**src/hdl/adcf_pkg.sv**
```systemverilog
// Shared constants and types of the converter status flag block
package adcf_pkg;
	localparam int NCH_DEF = 4;
	localparam int DW_DEF  = 10;

	localparam logic [7:0] OFF_CTRL     = 8'h00;
	localparam logic [7:0] OFF_MODE     = 8'h04;
	localparam logic [7:0] OFF_CHEN     = 8'h08;
	localparam logic [7:0] OFF_STAT     = 8'h0c;
	localparam logic [7:0] OFF_LAST     = 8'h10;
	localparam logic [7:0] OFF_IRQ_STAT = 8'h14;
	localparam logic [7:0] OFF_IRQ_MASK = 8'h18;
	localparam logic [2:0] OFF_CHAN_BLK = 3'h1;

	localparam int CTRL_START_BIT = 0;
	localparam int MODE_SLEEP_BIT = 0;
	localparam int STAT_EOC_LSB   = 0;
	localparam int STAT_CHANNEL_OVERRUN_FLAG_LSB  = 8;
	localparam int STAT_DATA_READY_FLAG_BIT  = 16;
	localparam int STAT_GENERAL_OVERRUN_FLAG_BIT = 17;
	localparam int STAT_SLEEP_BIT = 18;
	localparam int LAST_CHAN_LSB  = 16;

	localparam int NEV       = 4;
	localparam int EV_EOC    = 0;
	localparam int EV_DATA_READY_FLAG   = 1;
	localparam int EV_CHANNEL_OVERRUN_FLAG   = 2;
	localparam int EV_GENERAL_OVERRUN_FLAG  = 3;

	localparam logic           MODE_SLEEP_RST = 1'b0;
	localparam logic [NEV-1:0] IRQ_MASK_RST   = 4'h0;

	typedef enum logic [1:0] {
		ADCF_BUS_IDLE = 2'b00,
		ADCF_BUS_BUSY = 2'b01,
		ADCF_BUS_ACK  = 2'b11
	} adcf_bus_t;
endpackage

```
**src/hdl/adcf_result_mem.sv**
```systemverilog
// Per-channel result storage with registered read port
`timescale 1ns/1ps
`default_nettype none
module adcf_result_mem #(
	parameter int WIDTH = 10,
	parameter int DEPTH = 4,
	parameter int AW    = 2
) (
	input  wire logic             mclk,
	input  wire logic             rst_b,
	input  wire logic             wr_en,
	input  wire logic [AW-1:0]    wr_addr,
	input  wire logic [WIDTH-1:0] wr_data,
	input  wire logic             rd_en,
	input  wire logic [AW-1:0]    rd_addr,
	output logic      [WIDTH-1:0] rd_q
);
	initial begin
		if (DEPTH < 2 || DEPTH > (1 << AW) || WIDTH < 1) begin
			$error("adcf_result_mem: bad geometry");
		end
	end

	logic [WIDTH-1:0] mem_q [DEPTH];

	always_ff @(posedge mclk or negedge rst_b) begin
		if (!rst_b) begin
			for (int i = 0; i < DEPTH; i++) begin
				mem_q[i] <= '0;
			end
		end else if (wr_en) begin
			mem_q[wr_addr] <= wr_data;
		end
	end

	always_ff @(posedge mclk or negedge rst_b) begin
		if (!rst_b) begin
			rd_q <= '0;
		end else if (rd_en) begin
			rd_q <= mem_q[rd_addr];
		end
	end
endmodule
`default_nettype wire

```
**src/hdl/adcf_status.sv**
```systemverilog
// Converter status flags, result registers and Wishbone register slave
//
// Summary of operation
// RL1: Data-ready clears only on last-result read, never on channel result reads.
// RL2: Enabled completion stores channel and last result and raises data-ready.
// RL3: Completion on a disabled channel stores nothing and leaves data-ready alone.
// RL4: Channel read with concurrent enabled completion still raises data-ready.
// RL5: Enabled completion while data-ready set raises general overrun, despite same-cycle reads.
// RL6: Status read clears general overrun unless a new overrun arises then.
// RL7: Enabled completion with channel completion flag set raises that channel's overrun.
// RL8: Status read clears channel overruns unless a new channel overrun arises then.
// RL9: Channel result read clears only that channel's completion flag.
// RL10: Disabled channel never raises its completion flag, whatever reads coincide.
// RL11: Sleep takes effect only at the end of a conversion.
// RL12: Software selects sleep then starts, to sleep after that conversion.
// RL13: Same-cycle set and clear both apply; set wins for each flag.
`timescale 1ns/1ps
`default_nettype none
module adcf_status
	import adcf_pkg::*;
#(
	parameter int NCH = NCH_DEF,
	parameter int DW  = DW_DEF
) (
	input  wire logic                mclk,
	input  wire logic                rst_b,
	input  wire logic                wb_cyc_i,
	input  wire logic                wb_stb_i,
	input  wire logic                wb_we_i,
	input  wire logic [7:0]          wb_adr_i,
	input  wire logic [3:0]          wb_sel_i,
	input  wire logic [31:0]         wb_dat_i,
	output logic      [31:0]         wb_dat_o,
	output logic                     wb_ack_o,
	input  wire logic                conv_done,
	input  wire logic [$clog2(NCH)-1:0] conv_chan,
	input  wire logic [DW-1:0]       conv_data,
	output logic                     conv_start,
	output logic      [NCH-1:0]      chan_en,
	output logic                     adc_sleep,
	output logic                     irq
);
	localparam int CW = $clog2(NCH);

	initial begin
		if (NCH < 2 || NCH > 8 || DW < 1 || DW > 16) begin
			$error("adcf_status: NCH must be 2..8 and DW 1..16");
		end
	end

	typedef struct packed {
		adcf_bus_t      st;
		logic           mem_sel;
		logic [31:0]    dat;
		logic [NCH-1:0] chen;
		logic [NCH-1:0] eoc;
		logic [NCH-1:0] channel_overrun_flag;
		logic           data_ready_flag;
		logic           general_overrun_flag;
		logic           sleep_sel;
		logic           asleep;
		logic           start;
		logic [DW-1:0]  last;
		logic [CW-1:0]  last_ch;
		logic [NEV-1:0] ev;
		logic [NEV-1:0] mask;
	} adcf_state_t;

	adcf_state_t    s_q;
	adcf_state_t    s_d;
	logic           acc;
	logic           wr;
	logic           rd_stat;
	logic           rd_last;
	logic           rd_chan;
	logic           done_ok;
	logic [CW-1:0]  idx;
	logic [NCH-1:0] idx_hot;
	logic [NCH-1:0] eoc_set;
	logic [NCH-1:0] eoc_clr;
	logic [NCH-1:0] channel_overrun_flag_set;
	logic           general_overrun_flag_set;
	logic [NEV-1:0] ev_set;
	logic [DW-1:0]  mem_rd;

	adcf_result_mem #(
		.WIDTH (DW),
		.DEPTH (NCH),
		.AW    (CW)
	) u_mem (
		.mclk    (mclk),
		.rst_b   (rst_b),
		.wr_en   (done_ok), // [RL2] [RL3]
		.wr_addr (conv_chan),
		.wr_data (conv_data),
		.rd_en   (rd_chan),
		.rd_addr (idx),
		.rd_q    (mem_rd)
	);

	always_comb begin
		s_d       = s_q;
		s_d.start = 1'b0;
		acc       = (s_q.st == ADCF_BUS_IDLE) && wb_cyc_i && wb_stb_i;
		wr        = acc && wb_we_i && wb_sel_i[0];
		rd_stat   = acc && !wb_we_i && (wb_adr_i == OFF_STAT);
		rd_last   = acc && !wb_we_i && (wb_adr_i == OFF_LAST);
		idx       = wb_adr_i[2 +: CW];
		rd_chan   = acc && !wb_we_i && (wb_adr_i[7:5] == OFF_CHAN_BLK) && (32'(wb_adr_i[4:2]) < NCH)
			&& (wb_adr_i[1:0] == 2'b00);
		done_ok   = conv_done && s_q.chen[conv_chan]; // [RL3] [RL10]
		idx_hot   = '0;
		eoc_set   = '0;
		eoc_clr   = '0;
		for (int i = 0; i < NCH; i++) begin
			idx_hot[i] = (idx == CW'(i));
			eoc_set[i] = done_ok && (conv_chan == CW'(i));
			eoc_clr[i] = (rd_chan && idx_hot[i]) || (rd_last && (s_q.last_ch == CW'(i))); // [RL9]
		end
		channel_overrun_flag_set  = eoc_set & s_q.eoc; // [RL7]
		general_overrun_flag_set = done_ok && s_q.data_ready_flag; // [RL5]
		s_d.eoc   = (s_q.eoc & ~eoc_clr) | eoc_set; // [RL9] [RL10] [RL13]
		s_d.channel_overrun_flag  = (rd_stat ? '0 : s_q.channel_overrun_flag) | channel_overrun_flag_set; // [RL8] [RL13]
		s_d.general_overrun_flag = (s_q.general_overrun_flag && !rd_stat) || general_overrun_flag_set; // [RL6] [RL13]
		s_d.data_ready_flag  = (s_q.data_ready_flag && !rd_last) || done_ok; // [RL1] [RL2] [RL4] [RL13]
		if (done_ok) begin
			s_d.last    = conv_data; // [RL2]
			s_d.last_ch = conv_chan;
		end
		ev_set           = '0;
		ev_set[EV_EOC]   = |eoc_set;
		ev_set[EV_DATA_READY_FLAG]  = done_ok;
		ev_set[EV_CHANNEL_OVERRUN_FLAG]  = |channel_overrun_flag_set;
		ev_set[EV_GENERAL_OVERRUN_FLAG] = general_overrun_flag_set;
		s_d.ev = s_q.ev;
		if (wr && wb_adr_i == OFF_IRQ_STAT) begin
			s_d.ev = s_q.ev & ~wb_dat_i[NEV-1:0];
		end
		s_d.ev = s_d.ev | ev_set;
		if (wr) begin
			unique case (wb_adr_i)
				OFF_CTRL:     s_d.start = wb_dat_i[CTRL_START_BIT];
				OFF_MODE:     s_d.sleep_sel = wb_dat_i[MODE_SLEEP_BIT];
				OFF_CHEN:     s_d.chen = wb_dat_i[NCH-1:0];
				OFF_IRQ_MASK: s_d.mask = wb_dat_i[NEV-1:0];
				default:      s_d.start = 1'b0;
			endcase
		end
		if (!s_q.sleep_sel) begin
			s_d.asleep = 1'b0;
		end else if (conv_done) begin
			s_d.asleep = 1'b1; // [RL11] [RL12]
		end else if (s_q.start) begin
			s_d.asleep = 1'b0;
		end
		unique case (s_q.st)
			ADCF_BUS_IDLE: begin
				if (acc) begin
					s_d.st      = ADCF_BUS_BUSY;
					s_d.mem_sel = rd_chan;
					s_d.dat     = '0;
					if (!wb_we_i) begin
						unique case (wb_adr_i)
							OFF_MODE:     s_d.dat[MODE_SLEEP_BIT] = s_q.sleep_sel;
							OFF_CHEN:     s_d.dat[NCH-1:0] = s_q.chen;
							OFF_STAT: begin
								s_d.dat[STAT_EOC_LSB +: NCH]  = s_q.eoc;
								s_d.dat[STAT_CHANNEL_OVERRUN_FLAG_LSB +: NCH] = s_q.channel_overrun_flag;
								s_d.dat[STAT_DATA_READY_FLAG_BIT]        = s_q.data_ready_flag;
								s_d.dat[STAT_GENERAL_OVERRUN_FLAG_BIT]       = s_q.general_overrun_flag;
								s_d.dat[STAT_SLEEP_BIT]       = s_q.asleep;
							end
							OFF_LAST: begin
								s_d.dat[DW-1:0]               = s_q.last;
								s_d.dat[LAST_CHAN_LSB +: CW]  = s_q.last_ch;
							end
							OFF_IRQ_STAT: s_d.dat[NEV-1:0] = s_q.ev;
							OFF_IRQ_MASK: s_d.dat[NEV-1:0] = s_q.mask;
							default:      s_d.dat = '0;
						endcase
					end
				end
			end
			ADCF_BUS_BUSY: begin
				s_d.st = ADCF_BUS_ACK;
				if (s_q.mem_sel) begin
					s_d.dat = {{(32 - DW){1'b0}}, mem_rd};
				end
			end
			ADCF_BUS_ACK: begin
				s_d.st = ADCF_BUS_IDLE;
			end
			default: begin
				s_d.st = ADCF_BUS_IDLE;
			end
		endcase
	end

	always_ff @(posedge mclk or negedge rst_b) begin
		if (!rst_b) begin
			s_q           <= '0;
			s_q.st        <= ADCF_BUS_IDLE;
			s_q.sleep_sel <= MODE_SLEEP_RST;
			s_q.mask      <= IRQ_MASK_RST;
		end else begin
			s_q <= s_d;
		end
	end

	assign wb_dat_o   = s_q.dat;
	assign wb_ack_o   = (s_q.st == ADCF_BUS_ACK);
	assign conv_start = s_q.start;
	assign chan_en    = s_q.chen;
	assign adc_sleep  = s_q.asleep;
	assign irq        = |(s_q.ev & s_q.mask);
endmodule
`default_nettype wire

```
**config.mk**
```make
export PLATFORM = sky130hd
export DESIGN_NAME = adcf_status
export DESIGN_NICKNAME = d
export VERILOG_FILES = /design/src/hdl/adcf_pkg.sv /design/src/hdl/adcf_result_mem.sv /design/src/hdl/adcf_status.sv
export SDC_FILE = /design/constraint.sdc
export NUM_CORES = 1
export LEC_CHECK = 0
export ABC_AREA = 1
export BUFFER_PORTS_ARGS = -buffer_cell sky130_fd_sc_hd__buf_4
export CORE_ASPECT_RATIO = 0.8
export CORE_MARGIN = 2
export CORE_UTILIZATION = 40
export DETAILED_ROUTE_END_ITERATION = 8
export HOLD_SLACK_MARGIN = 0.03
export PLACE_DENSITY = 0.62
export SKIP_LAST_GASP = 1
export SYNTH_ARGS = -nofsm -noshare
export SYNTH_HDL_FRONTEND = slang
export SYNTH_SLANG_ARGS = --single-unit
```
**constraint.sdc**
```tcl
create_clock -name mclk -period 2 [get_ports mclk]
set_input_delay 0.2 -clock mclk [delete_from_list [all_inputs] [get_ports mclk]]
set_output_delay 0.2 -clock mclk [all_outputs]
set_load 0.03 [all_outputs]
```
* Yosys cells after proc, flatten, opt, wreduce, memory -nomap -nowiden
Cells that the tools add are included.
** Storage, ports and cells
- Input bits :: 62
- Bits in registers :: 122
- Logic and storage cells :: 136
- Output and inout port bits :: 40
** Operators by class
- Magnitude comparators :: 5
- Equality and inequality tests :: 21
- Reductions and logical operators :: 52
- Bitwise operators :: 11
- Mux-type cells :: 27
** Operators with widths (number)
- 32-bit one-hot mux with 2 select lines :: 1
- 40-bit bitwise mux :: 1
- 35-bit 2-to-1 mux :: 1
- 32-bit 2-to-1 mux :: 1
- 10-bit 2-to-1 mux :: 3
- 1-bit logical AND :: 28
- 8-bit by 5-bit == test with 1-bit output, second input constant :: 3
- 10-bit binary-select mux with 2-bit select :: 1
- 10-bit demux with 2-bit select :: 1
- 19-bit 2-to-1 mux :: 1
- 4-bit bitwise AND :: 4
- 8-bit by 4-bit == test with 1-bit output, second input constant :: 2
- 3-bit one-hot mux with 5 select lines :: 1
- 2-bit == test, second input constant :: 7
- 4-bit 2-to-1 mux :: 3
- 4-bit OR :: 3
- 2-bit one-hot mux with 2 select lines :: 3
- 4-bit OR reduction :: 3
- 2-bit zero test :: 5
- 2-bit by 1-bit == test with 1-bit output, second input constant :: 4
- 8-bit by 3-bit == test with 1-bit output, second input constant :: 1
- 8-bit zero test :: 1
- 4-bit NOT :: 2
- 2-bit AND reduction :: 4
- 16 further kinds :: 32

* Depth between registers and ports, before layout
Gate-level depths: netlist of run 1.
- Depth after elaboration :: 12
- Gate-level depth with buffers :: 10
- Gate-level depth less buffers :: 9

* By module
From an unflattened synthesis of run 1, not the netlist that was laid out.
** Second synthesis, totals
- Cell total of the unflattened synthesis :: 692
- Area total of the unflattened synthesis :: 5368.9 µm²
** Modules (own cells, without submodules)
- adcf_status :: instances 1, cells each 389, seq. area each 1376.3 µm², area an instance 3054.2 µm²
- adcf_result_mem :: instances 1, cells each 303, seq. area each 1251.2 µm², area an instance 2314.7 µm²

* Worst setup path before layout of run 1
OpenSTA, ideal clock, no wires.
- Path type :: register to register
- Start :: reg s_q[70] (netlist bit)
- End :: reg u_mem.rd_q[2]
- Period minus slack after synthesis :: 1.470 ns
- Data arrival time :: 1.344 ns
- Stages on the path, launching flop included :: 7
- Path buffers :: 1
- Required time :: 1.875 ns
- Path slack :: 0.530 ns
- Library setup time :: 0.125 ns
- Cells stage by stage :: dfrtp_1 nor2_1 nand3_2 nor2_2 nand3_1 buf_2 mux2_4
** On the way
- Longest elaborated chain between the ends :: 7
** RTL lines
- start, declared :: line adcf_status.sv:69 : adcf_state_t s_q;
- 2-bit zero test :: line adcf_status.sv:104 : acc = (s_q.st == ADCF_BUS_IDLE) && wb_cyc_i && wb_stb_i;
- 1-bit logical AND (2 in a row) :: line adcf_status.sv:104
- 1-bit logical AND (3 in a row) :: line adcf_status.sv:109 : rd_chan = acc && !wb_we_i && (wb_adr_i[7:5] == OFF_CHAN_BLK) && (32'(wb_adr_i[4:2]) < NCH)
- 1-bit logical AND :: line adcf_status.sv:110 : && (wb_adr_i[1:0] == 2'b00);
- end signal, assigned :: line adcf_result_mem.sv:40 : rd_q <= mem_q[rd_addr];
- end, declared :: line adcf_result_mem.sv:16 : output logic [WIDTH-1:0] rd_q
No other way between the ends.
A chain may end at the register's enable or synchronous reset.

* Final worst setup path of run 1
- Start :: reg s_q (netlist bit chan_en[0])
- End :: reg u_mem.mem_q[7] (netlist bit)
** On the way
- Longest elaborated chain between the ends :: 3
** RTL lines
- 1-bit binary-select mux with 2-bit select :: line adcf_status.sv:111 : done_ok = conv_done && s_q.chen[conv_chan];
- 1-bit 2-to-1 mux (implied by the code) :: line adcf_status.sv:111
- 1-bit logical AND :: line adcf_status.sv:111
- end signal, assigned by index :: line adcf_result_mem.sv:32 : mem_q[wr_addr] <= wr_data;
- end, declared :: line adcf_result_mem.sv:24 : logic [WIDTH-1:0] mem_q [DEPTH];
No other way between the ends. The select of a mux whose other input is x is not followed.

==> flow_summary.yaml, run 1 <==
outcome:
  outcome: "finished, final reports clean"
worst_setup_path:
  timing.critical_path.fanout_max: 16
  crit_required_ns: 2.26
  rr_startpoint: "chan_en[0]"
  path_class: "reg2reg"
  worstSetupStartpointType: "flip-flop"
  endpoint_kind: "flip-flop"
  arrival_ns: 1.99
  r2r_cells: 8
  r2r_slack_ns: 0.27
  r2r_end: "u_mem.mem_q[7]"
detailed_routing:
  ant_nets: 0
  drt_iter0_markers: 337
  drc: 0
  vias: 3961
  viasPerCell: 4.99
  drt_pass1_iterations: 5
  totalWireLength_um: 12200
  routedWlPerCell_um: 15.3
pwr:
  power_density_mw_per_mm2: 875
  p_leak_uw: 0.00288
  ir_drop_uv: 363
sta:
  drv_slew: 0
  fin_crit_sh_pct: 86.4
  slew_headroom_pct: 63.6
  finalClockSkew_ns: 0.00600
  tns_ns: 0
  max_freq_mhz: 578
  setup_viol: 0
  fin_crit_ns: 1.73
  finalHoldViolCount: 0
  rsz0062_at_grt: "false"
  tightest_slew_ns: 0.546
layout:
  layout_commonest_cell: "nand2_1"
  nNetsFinal: 679
  fin_util_pct: 47.1
  seq_area_mm2: 0.00263
  syn2layout_area_growth_pct: 14.7
  fillerInstances: 1157
  drive_gt1_share_pct: 18.5
  multi_input_area_mm2: 0.00179
  antenna_cells: 0
  layout_common_cells: "nand2_1, dfrtp_1, inv_1"
worst_hold_path:
  worstHoldPathCells: 3
  hold_path.startpoint: "conv_data[2]"
  min_path_type: "in2reg"
  hold_end: "u_mem.mem_q[12]"
cts:
  cts_tree: "yes"
  clk_path_buf_depth: 2
  numCtsBuffers: 9
  clock_latency_ns: 0.34
  htreeDepth: 3
  cts.sinks: 105
  cts-root-buf: "clkbuf_16"
  ctsResizeCount: 0
  clk_pin_slew_ns: 0.07
placement:
  dp_hpwl_um: 8980
  gp_congestion: 0.881
  port_buffers: 53
job:
  cap_violations: 0
floorplan:
  fp.dieW_um: 129
  start_util_pct: 41.0
  num_rows: 36
  dieArea_mm2: 0.0134
  die_y_um: 104
  core_mm2: 0.0122
  pin_count: 102
logic_synthesis:
  seq_area_frac_synth_pct: 52.5
  syn_avg_cell_area_um2: 8.74
  yosysUniqueCellTypes: 31
  netlist_instances: 573
  yosysWarnings: 0
  netlist_area_mm2: 0.00501
  ys_seq_elements: 105
global_route:
  antenna_found_initial: 1
  grt_remaining_overflow: 0
  grt_pass1_wl_um: 19900
  grt_max_degree: 41
  grtUsageTotal_pct: 19.0
  grt_pass1_vias: 3822
## synth_stat cells
| master | number | area, µm² |
|---|---|---|
| a21oi_1 | 28 | 140 |
| buf_2 | 7 | 35.0 |
| buf_4 | 37 | 278 |
| buf_6 | 1 | 11.3 |
| clkbuf_1 | 6 | 22.5 |
| clkinv_1 | 1 | 3.75 |
| conb_1 | 1 | 3.75 |
| dfrtp_1 | 105 | 2630 |
| inv_1 | 77 | 289 |
| inv_2 | 3 | 11.3 |
| mux2_2 | 9 | 101 |
| mux2_4 | 1 | 15.0 |
| nand2_1 | 108 | 405 |
| nand2_2 | 4 | 25.0 |
| nand2_4 | 3 | 33.8 |
| nand3_1 | 29 | 145 |
| nand3_2 | 1 | 10.0 |
| nand4_1 | 3 | 18.8 |
| nand4_2 | 1 | 12.5 |
| nor2_1 | 28 | 105 |
| nor2_2 | 3 | 18.8 |
| nor2_4 | 7 | 78.8 |
| nor3_1 | 9 | 45.0 |
| nor4_1 | 1 | 6.26 |
| o2111ai_1 | 3 | 26.3 |
| o211ai_1 | 2 | 15.0 |
| o21a_1 | 1 | 7.51 |
| o21ai_0 | 60 | 300 |
| o21ai_1 | 1 | 5.00 |
| o21ai_2 | 2 | 17.5 |
| o22ai_1 | 31 | 194 |
## logic make-up after synthesis
kind of cell | synth area share, %
AO/OA/AOI/OAI | 14.1
flip-flops | 52.5
buffers and inverters | 13.0
AND/OR/NAND/NOR | 18.1
multiplexers | 2.32
other | 0.0749
## how the worst max path moves through the flow
| stage | from | endpoint | slack [ns] | depth (start not counted) |
|---|---|---|---|---|
| 3_3_place_gp | s_q[70] | s_q[6] | 0.28 | 6 |
| 3_5_place_dp | s_q[70] | s_q[32] | 0.29 | 8 |
| 4_1_cts | s_q[70] | s_q[32] | 0.24 | 8 |
| 2_1_floorplan | s_q[70] | u_mem.rd_q[2] | 0.53 | 6 |
| 6_report | chan_en[0] | u_mem.mem_q[7] | 0.27 | 8 |
| 5_1_grt | s_q[70] | s_q[32] | 0.06 | 8 |
## flip-flops by register name, summed over array words and instances, names as in the netlist
register     cells
s_q             34
u_mem.rd_q      10
adc_sleep        1
u_mem.mem_q     40
chan_en          4
wb_dat_o        15
conv_start       1
## what timing repair did
action | 4_1_cts | 5_1_grt
endpoints found under the hold margin | 37 | 0
endpoints found under the setup margin | 0 | 0
buffers inserted | 0 | 0
hold buffers | 1 | 0
## stage by stage
step	setup WS [ns]	instances	instance area (µm²)	hold slack, ns	power (µW)
floorplan	0.530	589	5070	-0.0956	3150
global placement	0.280	776	5450	0.220	3370
detailed placement	0.286	776	5450	0.227	3400
CTS	0.241	793	5750	0.0658	5080
global route	0.0623	793	5750	0.0864	5270
finish	0.271	793	5750	0.0740	5030
## metal layers
layer | up-vias | wire [µm] | track usage [%]
met5 | - | 13 | 0
met4 | 2 | 159 | 5.28
met3 | 14 | 676 | 4.12
met2 | 121 | 5100 | 26.4
met1 | 1910 | 6200 | 29.5
li1 | 1914 | - | -
## where the power goes
group	internal, µW	switching (µW)
clock network	919	766
logic	326	640
registers	2280	97.0
total	3530	1500
## critical path: stages (launching register included)
cell and delay [ns]:
dfrtp_1 0.38, inv_1 0.10, o21ai_2 0.20, nand2_1 0.09
o21ai_2 0.10, nand2_4 0.18, inv_1 0.24, nand2_1 0.22
o22ai_1 0.16
## area by class of cell
cell class                 count  area share [%]
multi-input combinational    352            31.2
inverter                      81            5.29
tap                          171            3.72
timing repair buffer          68            9.14
sequential                   105            45.7
clock inverter                 3           0.435
clock buffer                  13            4.53
Power figures use the tool's default switching activity.
==> inputs of run 2 (changes only) <==
ABC_AREA = 0   (was 1)
==> run 2 against run 1 <==
First-iteration DRC count shrank 29%. Sequential power is essentially flat. Power rose by 7.3%. Setup slack lost 0.053 ns. Design area increased by 3.0%. Combinational power is 6% higher.
==> flow_summary.yaml, run 2 <==
global_route:
  grt_pass1_wl_um: 19600
  grt_pass1_vias: 3656
  grt_max_degree: 41
  antenna_found_initial: 0
  grtUsageTotal_pct: 19.0
  grt_remaining_overflow: 0
placement:
  dp_hpwl_um: 8990
  gp_congestion: 0.838
  place_area_mm2: 0.00558
  port_buffers: 53
floorplan:
  die_y_um: 105
  pin_count: 102
  fp.dieW_um: 130
  core_mm2: 0.0123
  num_rows: 36
  dieArea_mm2: 0.0136
  start_util_pct: 41.2
sta:
  slew_headroom_pct: 64.2
  drv_slew: 0
  holdWs_ns: 0.0916
  tightest_slew_ns: 0.538
  fin_crit_sh_pct: 89.1
  max_freq_mhz: 561
  tns_ns: 0
  rsz0062_at_grt: "false"
  finalHoldViolCount: 0
  finalClockSkew_ns: 0.00453
  fin_crit_ns: 1.78
  setup_viol: 0
pwr:
  power_density_mw_per_mm2: 911
  p_leak_uw: 0.00303
  ir_drop_uv: 466
worst_hold_path:
  worstHoldPathCells: 3
  hold_path.startpoint: "conv_data[3]"
  min_path_type: "in2reg"
  hold_end: "u_mem.mem_q[3]"
cts:
  cts-root-buf: "clkbuf_16"
  numCtsBuffers: 9
  clk_pin_slew_ns: 0.07
  clock_latency_ns: 0.34
  cts.sinks: 105
  cts_tree: "yes"
  postCtsSetupBuffers: 0
  clk_path_buf_depth: 2
  htreeDepth: 3
logic_synthesis:
  ys.flop_type: "dfrtp_1"
  synth_top_area_share_pct: 51.8
  yosysWarnings: 0
  seq_area_frac_synth_pct: 51.8
  synth_edf_count: 0
  synth.top_cells.by_count: "nand2_1, dfrtp_1, buf_4"
  ys_seq_elements: 105
  yosysMostFrequentCell: "nand2_1"
  netlist_instances: 467
  netlist_area_mm2: 0.00507
  synthArstFlopShare_pct: 100
  synth_top_area_cell: "dfrtp_1"
  synth_area_leaders: "dfrtp_1, nand2_1, mux2_2"
  syn_avg_cell_area_um2: 10.9
  yosysUniqueCellTypes: 51
detailed_routing:
  vias: 3616
  routedWlPerCell_um: 18.0
  ant_nets: 0
  viasPerCell: 5.24
  drt_iter0_markers: 240
  totalWireLength_um: 12400
  drt_pass1_iterations: 5
  drc: 0
layout:
  layout_common_cells: "nand2_1, dfrtp_1, buf_4"
  design_area_mm2: 0.00592
  largest-register: "u_mem.mem_q"
  nNetsFinal: 577
  drive_gt1_share_pct: 28.5
  largest_reg_flops: 40
  antenna_cells: 0
  layout_commonest_cell: "nand2_1"
  syn2layout_area_growth_pct: 16.8
worst_setup_path:
  crit_chain: "nand3b_1, buf_4, nor4b_4, buf_4, nand2_1, a21oi_1"
  worstSetupStartpointType: "flip-flop"
  critPathMaxStageDelay_ns: 0.46
  r2r_end: "wb_dat_o[4]"
  crit_required_ns: 2.26
  cpMostUsedCell: "buf_4"
  r2r_slack_ns: 0.22
  path_class: "reg2reg"
  rr_startpoint: "s_q[70]"
  cp_slowest_cell: "nor4b_4"
  arrival_ns: 2.04
  path_buf_inv: 2
  r2r_cells: 6
  endpoint_kind: "flip-flop"
  timing.critical_path.fanout_max: 11
  critPathTopFamily: "simple AND/OR/NAND/NOR gates"
job:
  cap_violations: 0
outcome:
  outcome: "finished, final reports clean"
## run 2: tightest hold or removal path: stages
cell	delay [ns]
buf_4	0.11
nand2_1	0.05
nand2_1	0.04
## run 2: area by class of cell
class | instances | area (µm²)
repair buffers | 80 | 616
flip-flops and latches | 105 | 2630
fillers | 1128 | 6370
inverters | 10 | 37.5
clock buffers | 9 | 225
clock inverters | 6 | 108
multi-input cells | 309 | 2090
well taps | 171 | 214
## run 2: logic make-up after synthesis
| logic type | share of synthesized area [%] |
|---|---|
| simple gates | 16.1 |
| flops | 51.8 |
| other cells | 0.0739 |
| buf+inv | 8.07 |
| compound gates | 8.34 |
| mux | 15.6 |
## run 2: how the worst max path moves through the flow
stage / startpoint / end / slack (ns) / cells after the start
after floorplan: wb_adr_i[1] / s_q[0] / 0.21 / 6
after global placement: wb_adr_i[1] / s_q[2] / 0.06 / 5
after detailed placement: wb_adr_i[1] / s_q[3] / 0.03 / 5
after CTS: s_q[70] / wb_dat_o[4] / 0.24 / 6
after global routing: s_q[71] / wb_dat_o[16] / 0.11 / 5
final: s_q[70] / wb_dat_o[4] / 0.22 / 6
## run 2: report_power, final
group / total [µW] / internal (µW) / switching (µW)
Clock: 1970 / 1210 / 761
Combinational: 1020 / 380 / 638
Sequential: 2400 / 2280 / 126
## run 2: per-stage QoR
step                      setup slack [ns]  cells  utilization [%]  total power (µW)
after floorplan                      0.208    483                -              3180
after global placement              0.0605    674             45.4              3430
after global routing                 0.113    690             48.2              5630
final                                0.218    690             48.2              5400
after detailed placement            0.0259    674             45.4              3460
after CTS                            0.236    690             48.2              5440
## run 2: what timing repair did
item                      CTS  global route
hold buffers                1             0
resized for setup           0             0
hold endpoints to repair   37             0
## run 2: per-layer routing
metal | global-route usage, % | part of all wire, %
met1 | 27.4 | 48
met2 | 28.9 | 46
met3 | 5.12 | 5.4
met4 | 3.76 | 0.83
met5 | 0 | 0
==> inputs of run 3 (changes only) <==
clock period = 1.94 ns   (was 2 ns; I/O delays follow)
==> run 3 against run 2 <==
Clock power down 13%. First-iteration DRC count up 59%. Register-to-register slack lost 0.08 ns. Cell count up 0.43%. Clock skew is 0.0067 ns higher. Fmax shrank 1.3%.
==> flow_summary.yaml, run 3 (synthesis gave the netlist of run 2 again) <==
floorplan:
  num_rows: 36
  start_util_pct: 41.2
  dieArea_mm2: 0.0136
  die_y_um: 105
  core_mm2: 0.0123
  fp.dieW_um: 130
  pin_count: 102
cts:
  clk_pin_slew_ns: 0.07
  cts-root-buf: "clkbuf_16"
  clock_latency_ns: 0.35
  cts_tree: "yes"
  htreeDepth: 3
  clk_path_buf_depth: 2
  numCtsBuffers: 9
  postCtsSetupBuffers: 0
  cts.sinks: 105
global_route:
  grtUsageTotal_pct: 19.3
  grt_pass1_vias: 3670
  grt_max_degree: 106
  grt_remaining_overflow: 0
  antenna_found_initial: 0
  grt_pass1_wl_um: 20000
worst_setup_path:
  arrival_ns: 2.07
  endpoint_kind: "flip-flop"
  worstSetupStartpointType: "flip-flop"
  path_class: "reg2reg"
  r2r_cells: 5
  crit_required_ns: 2.20
  timing.critical_path.fanout_max: 5
  r2r_slack_ns: 0.13
placement:
  place_area_mm2: 0.00559
  gp_congestion: 0.800
  dp_cells: 676
  dp_hpwl_um: 8880
  port_buffers: 53
detailed_routing:
  routedWlPerCell_um: 17.7
  drt_pass1_iterations: 5
  drt_iter0_markers: 382
  drc: 0
  vias: 3618
  viasPerCell: 5.22
  ant_nets: 0
  totalWireLength_um: 12300
layout:
  largest_reg_flops: 40
  multi_input_area_mm2: 0.00209
  fillerInstances: 1139
  largest-register: "u_mem.mem_q"
  design_area_mm2: 0.00588
  syn2layout_area_growth_pct: 16.0
  antenna_cells: 0
  drive_gt1_share_pct: 28.7
  seq_area_mm2: 0.00263
  instances_no_fill: 693
  layout_commonest_cell: "nand2_1"
  nNetsFinal: 579
  layout_common_cells: "nand2_1, dfrtp_1, buf_4"
pwr:
  ir_drop_uv: 462
  p_leak_uw: 0.00301
  total_power_uw: 5240
  power_density_mw_per_mm2: 890
sta:
  fin_crit_ns: 1.81
  drv_slew: 0
  setup_viol: 0
  finalClockSkew_ns: 0.0112
  fin_crit_sh_pct: 93.1
  holdWs_ns: 0.0707
  slew_headroom_pct: 63.5
  rsz0062_at_grt: "false"
  max_freq_mhz: 554
  tightest_slew_ns: 0.547
  tns_ns: 0
  finalHoldViolCount: 0
worst_hold_path:
  min_path_type: "in2reg"
  worstHoldPathCells: 3
outcome:
  outcome: "finished, final reports clean"
job:
  cap_violations: 0
-- run 3: final timing paths --
path                                   endpoint            from
worst max-delay path                wb_dat_o[6]         s_q[70]
worst min-delay path             u_mem.mem_q[7]    conv_data[7]
worst max register to register      wb_dat_o[6]         s_q[70]
worst min register to register   u_mem.mem_q[4]  u_mem.mem_q[4]
max in group asynchronous       u_mem.mem_q[24]           rst_b
min in group asynchronous             adc_sleep           rst_b
-- run 3: final cells by class --
type                    instances  area share [%]
repair buffers                 82            10.7
flip-flops and latches        105            44.7
clock buffers                  10            3.89
clock inverters                 6           0.851
multi-input cells             309            35.6
inverters                      10           0.638
well taps                     171            3.64
-- run 3: critical path, cell delays in order (launching register included) --
cell and delay [ns]:
dfrtp_1 0.38, nand3b_1 0.37, nor4b_4 0.53, buf_4 0.22, nand2_1 0.06, a21oi_1 0.16
-- run 3: metrics by stage --
| step | utilization (%) | setup slack, ns |
|---|---|---|
| 2_1_floorplan | - | 0.154 |
| 3_3_place_gp | 45.5 | 0.0400 |
| 3_5_place_dp | 45.5 | 0.0157 |
| 4_1_cts | 47.8 | 0.137 |
| 5_1_grt | 47.8 | 0.0135 |
| 6_report | 47.8 | 0.135 |
-- run 3: layer usage --
metal	routed length, µm	vias up	part of all wire [%]	GRT usage [%]
met5	0	-	0	0
met2	5680	108	46	29.0
met3	867	6	7.1	5.33
met4	61	0	0.50	3.92
met1	5640	1824	46	28.0
li1	-	1680	-	-
-- run 3: report_power, final --
part	internal, µW	switching (µW)
sequential	2350	124
clock	884	823
combinational	394	662
total	3630	1610
-- run 3: repair_timing --
action / in CTS / in global routing
gates resized for setup: 0 / 0
hold buffers: 1 / 0
endpoints found under the hold margin: 105 / 0
